## src/hw/lsm_pkg.sv

```systemverilog
// Constants and types for the LED switch matrix command port
package lsm_pkg;
    // ----------------------------------------
    // Addressing and field layout
    // ----------------------------------------
    localparam logic [2:0] ACM_PREFIX = 3'h2;
    localparam logic [2:0] SCM_PREFIX = 3'h5;
    localparam int FMT_BIT = 7;
    localparam int CH_LO = 4;
    localparam int THR_LO = 2;
    localparam int MODE_LO = 0;
    localparam logic [3:0] BYTE_BITS = 4'h8;
    localparam logic [1:0] RD_CTRL = 2'h0;
    localparam logic [1:0] RD_OPEN = 2'h1;
    localparam logic [1:0] RD_SHORT = 2'h2;
    // ----------------------------------------
    // Reset values and codes
    // ----------------------------------------
    localparam logic [7:0] ACM_RESET = 8'hFF;
    localparam logic [1:0] OTH_RESET = 2'h3;
    localparam logic [1:0] STH_RESET = 2'h0;
    localparam logic [1:0] MODE_RESET = 2'h1;
    localparam logic [7:0] DIM_RESET = 8'h01;
    localparam logic [7:0] DIM_ZERO = 8'h00;
    localparam logic [7:0] DIM_MIN = 8'h01;
    localparam logic [7:0] FAULT_NONE = 8'h00;
    localparam logic [7:0] FAULT_ALL = 8'hFF;
    localparam logic [1:0] MODE_OFF = 2'h0;
    localparam logic [1:0] MODE_ON = 2'h1;
    localparam logic [1:0] MODE_DIM = 2'h2;
    localparam logic [1:0] MODE_FADE = 2'h3;
    // ----------------------------------------
    // Timing
    // ----------------------------------------
    localparam int CLK_NS = 20;
    localparam int SW_ON_NS = 300;
    localparam int SW_OFF_NS = 1000;
    localparam int SW_ON_CYC = (SW_ON_NS / CLK_NS < 1) ? 1 : SW_ON_NS / CLK_NS;
    localparam int SW_OFF_CYC = (SW_OFF_NS / CLK_NS < 1) ? 1 : SW_OFF_NS / CLK_NS;
    typedef enum logic [6:0] {
        ST_IDLE = 7'h01,
        ST_ADDR = 7'h02,
        ST_ACKA = 7'h04,
        ST_WR = 7'h08,
        ST_ACKW = 7'h10,
        ST_RD = 7'h20,
        ST_HACK = 7'h40
    } lsm_state_type;
endpackage : lsm_pkg

```

## src/hw/lsm_i2c_port.sv

```systemverilog
// I2C target command port of the eight-channel LED bypass switch controller
`timescale 1ns/1ps
module lsm_i2c_port import lsm_pkg::*; #(
    parameter logic [7:0] ACM_INIT = ACM_RESET
) (
    // Clock and reset
    input wire logic mclk,
    input wire logic rst_n,
    // I2C bus pins
    input wire logic scl_in,
    input wire logic sda_in,
    output logic sda_out,
    output logic sda_oe,
    // Address select pins
    input wire logic [3:0] addr_sel,
    // Fault sense and chip state
    input wire logic [7:0] open_fault_in,
    input wire logic [7:0] short_fault_in,
    input wire logic overheat_in,
    input wire logic shutdown_in,
    output logic alert_n,
    // Command register outputs
    output logic [7:0] all_channel_control_reg,
    output logic [7:0] switch_on,
    output logic [7:0][1:0] channel_switch_mode,
    output logic [7:0][1:0] open_threshold_code,
    output logic [7:0][1:0] short_threshold_code,
    output logic [7:0][7:0] dimming_value,
    output logic [7:0] dim_enable,
    output logic [7:0] fade_enable,
    output logic [7:0] open_led_fault_status,
    output logic [7:0] shorted_led_fault_status
);
    // ----------------------------------------
    // Input synchronisers
    // ----------------------------------------
    logic scl_m_q, scl_s_q, scl_p_q, sda_m_q, sda_s_q, sda_p_q;
    logic [7:0] opn_m_q, opn_s_q, sht_m_q, sht_s_q;
    logic oh_m_q, oh_s_q, sd_m_q, sd_s_q;
    logic [3:0] adr_m_q, adr_s_q;
    always_ff @(posedge mclk) begin
        if (!rst_n) begin
            {scl_m_q, scl_s_q, scl_p_q} <= 3'h7;
            {sda_m_q, sda_s_q, sda_p_q} <= 3'h7;
            {opn_m_q, opn_s_q, sht_m_q, sht_s_q} <= 32'h0000_0000;
            {oh_m_q, oh_s_q, sd_m_q, sd_s_q} <= 4'h0;
            {adr_m_q, adr_s_q} <= 8'h00;
        end else begin
            {scl_m_q, scl_s_q, scl_p_q} <= {scl_in, scl_m_q, scl_s_q};
            {sda_m_q, sda_s_q, sda_p_q} <= {sda_in, sda_m_q, sda_s_q};
            {opn_m_q, opn_s_q} <= {open_fault_in, opn_m_q};
            {sht_m_q, sht_s_q} <= {short_fault_in, sht_m_q};
            {oh_m_q, oh_s_q} <= {overheat_in, oh_m_q};
            {sd_m_q, sd_s_q} <= {shutdown_in, sd_m_q};
            // Address pins are board straps but still cross in asynchronously
            {adr_m_q, adr_s_q} <= {addr_sel, adr_m_q};
        end
    end

    logic scl_rise, scl_fall, start_det, stop_det;
    assign scl_rise = scl_s_q & ~scl_p_q;
    assign scl_fall = ~scl_s_q & scl_p_q;
    // START and repeated START look the same
    assign start_det = scl_s_q & scl_p_q & sda_p_q & ~sda_s_q;
    assign stop_det = scl_s_q & scl_p_q & ~sda_p_q & sda_s_q;

    // ----------------------------------------
    // State
    // ----------------------------------------
    lsm_state_type state_q, state_d;
    logic [3:0] bit_q, bit_d;
    logic [1:0] idx_q, idx_d, rd_idx;
    logic [7:0] sh_q, sh_d, tx_q, tx_d, rd_byte;
    logic rw_q, rw_d, sc_q, sc_d, nack_q, nack_d, oe_q, oe_d;
    logic long_q, long_d;
    logic [2:0] chan_q, chan_d;
    logic [7:0] hold_ac_q, hold_ac_d;
    logic ac_pend_q, ac_pend_d;
    logic [7:0][1:0] hold_mode_q, hold_mode_d;
    logic [7:0][7:0] hold_dim_q, hold_dim_d;
    logic [7:0] mode_pend_q, mode_pend_d, dim_pend_q, dim_pend_d;
    logic [7:0][1:0] oth_q, oth_d, sth_q, sth_d, mode_q, mode_d;
    logic [7:0][7:0] dim_q, dim_d;
    logic [7:0] ac_q, ac_d, sw_q, sw_d;
    logic [6:0] cnt_q, cnt_d;
    logic busy_q, busy_d;
    logic [7:0] opn_q, opn_d, sht_q, sht_d, den_q, den_d, fen_q, fen_d;
    logic alert_n_q, alert_n_d;
    logic [1:0] cur_mode;
    logic [7:0] cur_dim;

    // ----------------------------------------
    // Read data selection
    // ----------------------------------------
    assign rd_idx = (state_q == ST_ACKA) ? RD_CTRL : 2'(idx_q + 2'h1);
    assign cur_mode = mode_pend_q[chan_q] ? hold_mode_q[chan_q] : mode_q[chan_q];
    assign cur_dim = dim_pend_q[chan_q] ? hold_dim_q[chan_q] : dim_q[chan_q];

    always_comb begin
        rd_byte = 8'hFF;
        if (sc_q) begin
            // channel from the last single write
            if (rd_idx == RD_CTRL) begin
                rd_byte = {opn_q[chan_q], sht_q[chan_q], oth_q[chan_q], sth_q[chan_q],
                    cur_mode};
            end else if (rd_idx == RD_OPEN) begin
                rd_byte = cur_dim;
            end
        end else begin
            unique case (rd_idx)
                RD_CTRL: rd_byte = ac_pend_q ? hold_ac_q : ac_q;
                RD_OPEN: rd_byte = opn_q;
                RD_SHORT: rd_byte = sht_q;
                default: rd_byte = 8'hFF;
            endcase
        end
    end

    // ----------------------------------------
    // Protocol, latches and commit
    // ----------------------------------------
    always_comb begin
        state_d = state_q;
        bit_d = bit_q;
        idx_d = idx_q;
        sh_d = sh_q;
        tx_d = tx_q;
        rw_d = rw_q;
        sc_d = sc_q;
        nack_d = nack_q;
        oe_d = oe_q;
        long_d = long_q;
        chan_d = chan_q;
        hold_ac_d = hold_ac_q;
        ac_pend_d = ac_pend_q;
        hold_mode_d = hold_mode_q;
        hold_dim_d = hold_dim_q;
        mode_pend_d = mode_pend_q;
        dim_pend_d = dim_pend_q;
        oth_d = oth_q;
        sth_d = sth_q;
        mode_d = mode_q;
        dim_d = dim_q;
        ac_d = ac_q;
        sw_d = sw_q;
        cnt_d = cnt_q;
        busy_d = busy_q;
        if (busy_q) begin
            cnt_d = 7'(cnt_q + 7'h01);
            if (cnt_q == 7'(SW_ON_CYC)) begin
                sw_d = sw_q | ~ac_q;
            end
            if (cnt_q == 7'(SW_OFF_CYC)) begin
                sw_d = ~ac_q;
                busy_d = 1'b0;
            end
        end
        unique case (state_q)
            ST_IDLE: begin
                oe_d = 1'b0;
            end
            ST_ADDR: begin
                // eight bits, then the acknowledge slot
                if (scl_rise) begin
                    sh_d = {sh_q[6:0], sda_s_q};
                    bit_d = 4'(bit_q + 4'h1);
                end else if (scl_fall && bit_q == BYTE_BITS) begin
                    rw_d = sh_q[0];
                    if (sh_q[7:1] == {ACM_PREFIX, adr_s_q}) begin
                        sc_d = 1'b0;
                        oe_d = 1'b1;
                        state_d = ST_ACKA;
                    end else if (sh_q[7:1] == {SCM_PREFIX, adr_s_q}) begin
                        sc_d = 1'b1;
                        oe_d = 1'b1;
                        state_d = ST_ACKA;
                    end else begin
                        state_d = ST_IDLE;
                    end
                end
            end
            ST_ACKA: begin
                if (scl_fall) begin
                    bit_d = 4'h0;
                    idx_d = RD_CTRL;
                    if (rw_q) begin
                        tx_d = rd_byte;
                        oe_d = ~rd_byte[7];
                        state_d = ST_RD;
                    end else begin
                        oe_d = 1'b0;
                        state_d = ST_WR;
                    end
                end
            end
            ST_WR: begin
                if (scl_rise) begin
                    sh_d = {sh_q[6:0], sda_s_q};
                    bit_d = 4'(bit_q + 4'h1);
                end else if (scl_fall && bit_q == BYTE_BITS) begin
                    // acknowledge every data byte, latch only the first one and a long single write's dimming byte
                    oe_d = 1'b1;
                    state_d = ST_ACKW;
                    if (!sc_q && idx_q == RD_CTRL) begin
                        // one data byte for all channels
                        hold_ac_d = sh_q;
                        ac_pend_d = 1'b1;
                    end else if (sc_q && idx_q == RD_CTRL) begin
                        long_d = sh_q[FMT_BIT];
                        chan_d = sh_q[CH_LO +: 3];
                        hold_mode_d[sh_q[CH_LO +: 3]] = sh_q[MODE_LO +: 2];
                        mode_pend_d[sh_q[CH_LO +: 3]] = 1'b1;
                        // thresholds take effect at the ack
                        if (sh_q[FMT_BIT]) begin
                            sth_d[sh_q[CH_LO +: 3]] = sh_q[THR_LO +: 2];
                        end else begin
                            oth_d[sh_q[CH_LO +: 3]] = sh_q[THR_LO +: 2];
                        end
                    end else if (sc_q && long_q && idx_q == RD_OPEN) begin
                        hold_dim_d[chan_q] = (sh_q == DIM_ZERO) ? DIM_MIN : sh_q;
                        dim_pend_d[chan_q] = 1'b1;
                    end
                end
            end
            ST_ACKW: begin
                if (scl_fall) begin
                    oe_d = 1'b0;
                    bit_d = 4'h0;
                    idx_d = (idx_q == RD_SHORT) ? idx_q : 2'(idx_q + 2'h1);
                    state_d = ST_WR;
                end
            end
            ST_RD: begin
                if (scl_rise) begin
                    bit_d = 4'(bit_q + 4'h1);
                end else if (scl_fall) begin
                    if (bit_q == BYTE_BITS) begin
                        oe_d = 1'b0;
                        state_d = ST_HACK;
                    end else begin
                        tx_d = {tx_q[6:0], 1'b0};
                        oe_d = ~tx_q[6];
                    end
                end
            end
            ST_HACK: begin
                if (scl_rise) begin
                    nack_d = sda_s_q;
                end else if (scl_fall) begin
                    bit_d = 4'h0;
                    // a host nack ends the read
                    if (nack_q) begin
                        state_d = ST_IDLE;
                    end else begin
                        idx_d = rd_idx;
                        tx_d = rd_byte;
                        oe_d = ~rd_byte[7];
                        state_d = ST_RD;
                    end
                end
            end
            default: state_d = ST_IDLE;
        endcase
        // every command opens with an address byte
        if (start_det) begin
            state_d = ST_ADDR;
            bit_d = 4'h0;
            oe_d = 1'b0;
            nack_d = 1'b0;
        end
        if (stop_det) begin
            state_d = ST_IDLE;
            oe_d = 1'b0;
            if (ac_pend_q) begin
                ac_d = hold_ac_q;
                cnt_d = 7'h01;
                busy_d = 1'b1;
            end
            ac_pend_d = 1'b0;
            for (int i = 0; i < 8; i++) begin
                if (mode_pend_q[i]) begin
                    mode_d[i] = hold_mode_q[i];
                end
                if (dim_pend_q[i]) begin
                    dim_d[i] = hold_dim_q[i];
                end
            end
            mode_pend_d = 8'h00;
            dim_pend_d = 8'h00;
        end
    end

    // ----------------------------------------
    // Fault status and mode decode
    // ----------------------------------------
    always_comb begin
        opn_d = opn_s_q;
        sht_d = sht_s_q;
        alert_n_d = ~(|opn_s_q | |sht_s_q);
        if (sd_s_q) begin
            opn_d = FAULT_ALL;
            sht_d = FAULT_ALL;
            alert_n_d = 1'b1;
        end else if (oh_s_q) begin
            opn_d = FAULT_ALL;
            sht_d = FAULT_ALL;
            alert_n_d = 1'b0;
        end
        for (int i = 0; i < 8; i++) begin
            den_d[i] = (mode_q[i] == MODE_DIM) || (mode_q[i] == MODE_FADE);
            fen_d[i] = (mode_q[i] == MODE_FADE);
        end
    end

    // without STOP pending data just waits
    always_ff @(posedge mclk) begin
        if (!rst_n) begin
            state_q <= ST_IDLE;
            {bit_q, idx_q, sh_q, tx_q} <= 22'h00_0000;
            {rw_q, sc_q, nack_q, oe_q, long_q} <= 5'h00;
            chan_q <= 3'h0;
            hold_ac_q <= ACM_INIT;
            ac_pend_q <= 1'b0;
            hold_mode_q <= {8{MODE_RESET}};
            hold_dim_q <= {8{DIM_RESET}};
            {mode_pend_q, dim_pend_q} <= 16'h0000;
            oth_q <= {8{OTH_RESET}};
            sth_q <= {8{STH_RESET}};
            mode_q <= {8{MODE_RESET}};
            dim_q <= {8{DIM_RESET}};
            ac_q <= ACM_INIT;
            sw_q <= ~ACM_INIT;
            cnt_q <= 7'h00;
            busy_q <= 1'b0;
            opn_q <= FAULT_NONE;
            sht_q <= FAULT_NONE;
            {den_q, fen_q} <= 16'h0000;
            alert_n_q <= 1'b1;
        end else begin
            state_q <= state_d;
            {bit_q, idx_q, sh_q, tx_q} <= {bit_d, idx_d, sh_d, tx_d};
            {rw_q, sc_q, nack_q, oe_q, long_q} <= {rw_d, sc_d, nack_d, oe_d, long_d};
            chan_q <= chan_d;
            hold_ac_q <= hold_ac_d;
            ac_pend_q <= ac_pend_d;
            hold_mode_q <= hold_mode_d;
            hold_dim_q <= hold_dim_d;
            {mode_pend_q, dim_pend_q} <= {mode_pend_d, dim_pend_d};
            oth_q <= oth_d;
            sth_q <= sth_d;
            mode_q <= mode_d;
            dim_q <= dim_d;
            ac_q <= ac_d;
            sw_q <= sw_d;
            cnt_q <= cnt_d;
            busy_q <= busy_d;
            opn_q <= opn_d;
            sht_q <= sht_d;
            {den_q, fen_q} <= {den_d, fen_d};
            alert_n_q <= alert_n_d;
        end
    end

    // Open drain: the data level is always low, the enable does the work
    assign sda_out = 1'b0;
    assign sda_oe = oe_q;
    assign alert_n = alert_n_q;
    assign all_channel_control_reg = ac_q;
    assign switch_on = sw_q;
    assign channel_switch_mode = mode_q;
    assign open_threshold_code = oth_q;
    assign short_threshold_code = sth_q;
    assign dimming_value = dim_q;
    assign dim_enable = den_q;
    assign fade_enable = fen_q;
    assign open_led_fault_status = opn_q;
    assign shorted_led_fault_status = sht_q;

    // ----------------------------------------
    // Assertions
    // ----------------------------------------
    localparam int SW_MAX = SW_OFF_CYC + 2;
endmodule : lsm_i2c_port

```

## config.mk

```make
export PLATFORM = sky130hd
export DESIGN_NAME = lsm_i2c_port
export DESIGN_NICKNAME = d
export VERILOG_FILES = /design/src/hw/lsm_pkg.sv /design/src/hw/lsm_i2c_port.sv
export SDC_FILE = /design/constraint.sdc
export NUM_CORES = 1
export LEC_CHECK = 0
export ABC_AREA = 0
export BUFFER_PORTS_ARGS = -buffer_cell sky130_fd_sc_hd__buf_2
export CORE_ASPECT_RATIO = 0.5
export CORE_MARGIN = 2
export CORE_UTILIZATION = 58
export DETAILED_ROUTE_END_ITERATION = 7
export GPL_ROUTABILITY_DRIVEN = 0
export PLACE_DENSITY = 0.87
export RECOVER_POWER = 100
export SYNTH_ARGS = -nofsm -noshare
export SYNTH_HDL_FRONTEND = slang
export SYNTH_SLANG_ARGS = --single-unit
```

## constraint.sdc

```tcl
create_clock -name mclk -period 2.7 [get_ports mclk]
set_input_delay 0.54 -clock mclk [delete_from_list [all_inputs] [get_ports mclk]]
set_output_delay 0.54 -clock mclk [all_outputs]
set_load 0.005 [all_outputs]
```

==> impl_results.md <==
* Initial Util at between 50% and 60%
* Clock Skews at about 0.043 ns
* Final period util at 99.3%
* Setup Fix Bufs, Post-CTS at 0
* Post-Syn Instances at 1747
* Max-slew violation count at 0
* Crit end category: flip-flop
* Switch share at 24.8%
* P&R area growth vs syn at 14.5%
* Worst r2r src: chan_q[0]
* Grt total ovfl at 0
* P per Cell Area at 584 nW/um^2
* Most common cell in the netlist: dfxtp_1
* Worst VDD drop at 486 uV
* Peak Freq at ~370 MHz
* I/O Pins at 189
* Internal power at 7870 uW
* Post-place setup slack at 0.166 ns
* Worst setup SP type: flip-flop
* RSZ-0062 raised after global routing: false
* CTS buffer count at 30
* Relative slew slack at under 10%
* Post-route DRC at 0
* Die area at 28400 um^2
* Antenna violations before repair at 1
* Root Driver: clkbuf_16
* CP max FO at 30
* Power share of the clock group at 42.8%
* Fillers at 2006
* Final hold viol count at 0
* Final Setup Violations at 0
* GRT Util Overall at about a third
* CTS tree: done
* Hold Crit Start: open_fault_in[1]
* CTS clk-pin slew, worst paths at around 0.080 ns
* Ys Warns at 0
* Antenna fix cells at 0
* Layout cell share with drive strength beyond 1 at 17.1%
* Hold Crit Endpoint: opn_m_q[1]
* Nets at between 1500 and 2000
* Die Ht at 120 um
* Initial DRC count at 2221
* EDFF count, synth at 0
* Leakage at ~0.0066 uW
* Num Clock Sinks at 360
* Worst Path Arrival at 3.09 ns
* Row Count at 42
* CP required at 3.11 ns
* Vias at ~15000
* Register-to-Register Path Depth at 7
* Syn Area/Cell at 8.96 um^2
* Hold Buf Count CTS at 0
* Synth cell count leaders: dfxtp_1 (360), nand2_1 (264), a21oi_1 (152)
* Number of global-route vias before repair at ~14000
* Synth area leader: dfxtp_1
* DRT Pass-1 Iters at 8
* H-tree depth at 1
* Worst hold path class: input pin to flip-flop
* Via/cell ratio at 6.45
* Slew @ Worst Pin at 1.46 ns
* R2R Setup Slk at 0.02 ns
* Final WL at around 50 mm
* Post-CTS sizing at 0
* Sequential Power Share at 52.2%
* Crit path time final at 2.68 ns
* # port buffers at 187
* Sw Pwr at 2600 uW
* Crit path kind: flip-flop to flip-flop
* Drt wl/cell at 22.1 um
* Worst skew pair latency at 0.61 ns
* HPWL Detailed at 34.8 mm
* Cell variety after synth at 91
* Floorplan Core Area at approximately 26000 um^2
* Dominant cells by area after synthesis: dfxtp_1 (46%), mux2i_1 (7.4%), nand2_1 (6.3%)
* Post-synthesis sequential area ratio at between 40% and 50%
* Largest net degree at the start of global routing at 148
* Chip width at 236 um
* Hold depth at 2
* Post-Synthesis Cell Area at ~16000 um^2
* Max-Cap Viols at 0
* First-pass GRT wire length at 77.6 mm
* Final worst setup slack at 0.0201 ns
* Primary FF master, synth: dfxtp_1
* Status: complete, no violations
* Power share of the combinational group at 5.0%
* Final setup TNS at 0 ns
* Reg2Reg Capture Point: tx_q[4]
* Yosys reg bits at 360
* Post-DRT Antenna Nets at 0
* Crit path launch: chan_q[0]
* Ys async rst share at 0%
* CTS Buffer Depth at 3
* Yosys top cell area share at between 40% and 50%
* Syn_nets at 1780
==> power by group through the flow <==
stage                     clock network (uW)  logic, uW  registers (uW)
after global placement                     0        502            5590
after global routing                    4700        548            5470
final                                   4480        520            5470
after CTS                               4460        520            5460
after detailed placement                   0        513            5580
after floorplan                            0        392            5540
==> layout by cell type, fill, tap and decap left out, drive strengths merged, types with 4 or more instances in the layout <==
| master | netlist | layout |
|---|---|---|
| nor4 | 18 | 18 |
| mux4 | 13 | 13 |
| clkinv | 0 | 10 |
| xnor2 | 8 | 8 |
| o21a | 18 | 18 |
| nand3 | 128 | 128 |
| and3 | 14 | 14 |
| or2 | 8 | 8 |
| dfxtp | 360 | 360 |
| mux2 | 29 | 29 |
| a22oi | 15 | 15 |
| a22o | 6 | 6 |
| and2 | 58 | 58 |
| a21oi | 152 | 152 |
| or3 | 5 | 5 |
| clkinvlp | 0 | 4 |
| nand2 | 264 | 264 |
| a221o | 7 | 7 |
| nand4 | 11 | 11 |
| mux2i | 117 | 117 |
| clkbuf | 82 | 117 |
| o211ai | 6 | 6 |
| inv | 16 | 20 |
| nand2b | 15 | 15 |
| buf | 48 | 183 |
| nor3 | 37 | 37 |
| a211oi | 13 | 13 |
| o21ai | 23 | 23 |
| a221oi | 22 | 22 |
| xor2 | 9 | 9 |
| ha | 7 | 7 |
| nor2b | 11 | 11 |
| and4 | 4 | 4 |
| nor2 | 145 | 145 |
| o2bb2ai | 5 | 5 |
| o22ai | 13 | 13 |
==> how the worst max path moves through the flow <==
stage / to / cells past startpoint
floorplan: sda_oe / 9
global placement: sda_oe / 6
detailed placement: sda_oe / 6
CTS: sda_oe / 6
global route: hold_ac_q[2] / 9
finish: tx_q[4] / 7
==> critical path: stages (launching register included) <==
cell	delay (ns)
dfxtp_2	0.69
buf_12	0.28
nor2_2	0.16
a221o_1	0.34
a222oi_1	0.49
a22oi_1	0.19
a32oi_1	0.24
a21oi_1	0.09
==> logic make-up after synthesis <==
group           after synthesis  synth area share (%)
flops                       360                  46.1
other cells                   1                0.0240
mux                         159                  11.5
buf+inv                     146                  3.95
simple gates                735                  23.6
xor+xnor                     17                 0.951
fa+ha+maj                     7                 0.560
compound gates              322                  13.4
==> area by class of cell <==
| type | count | area (um^2) | area share (%) |
|---|---|---|---|
| Sequential cell | 360 | 7210 | 40.2 |
| Inverter | 16 | 63.8 | 0.356 |
| Clock buffer | 36 | 783 | 4.37 |
| Clock inverter | 20 | 220 | 1.23 |
| Multi-Input combinational cell | 1241 | 7780 | 43.4 |
| Tap cell | 352 | 440 | 2.46 |
| Timing Repair Buffer | 264 | 1410 | 7.89 |
==> through the flow <==
step | area [um^2] | utilization, % | hold WS [ns] | cells | total power [uW]
finish | 17900 | 67.6 | 0.135 | 2289 | 10500
global route | 17900 | 67.6 | 0.138 | 2289 | 10700
CTS | 18100 | 68.3 | 0.137 | 2285 | 10400
detailed placement | 17100 | 64.5 | 0.401 | 2229 | 6100
global placement | 17100 | 64.5 | 0.397 | 2229 | 6090
floorplan | 15700 | - | 0.386 | 1747 | 5930
==> metal layers <==
| layer | wire [um] | track usage, % | vias up |
|---|---|---|---|
| li1 | - | - | 6492 |
| met1 | 19400 | 46.0 | 6896 |
| met2 | 21400 | 51.7 | 1087 |
| met3 | 6880 | 10.1 | 280 |
| met4 | 2960 | 17.4 | 2 |
| met5 | 16 | 0 | - |
(Power assumes the default switching activity.)
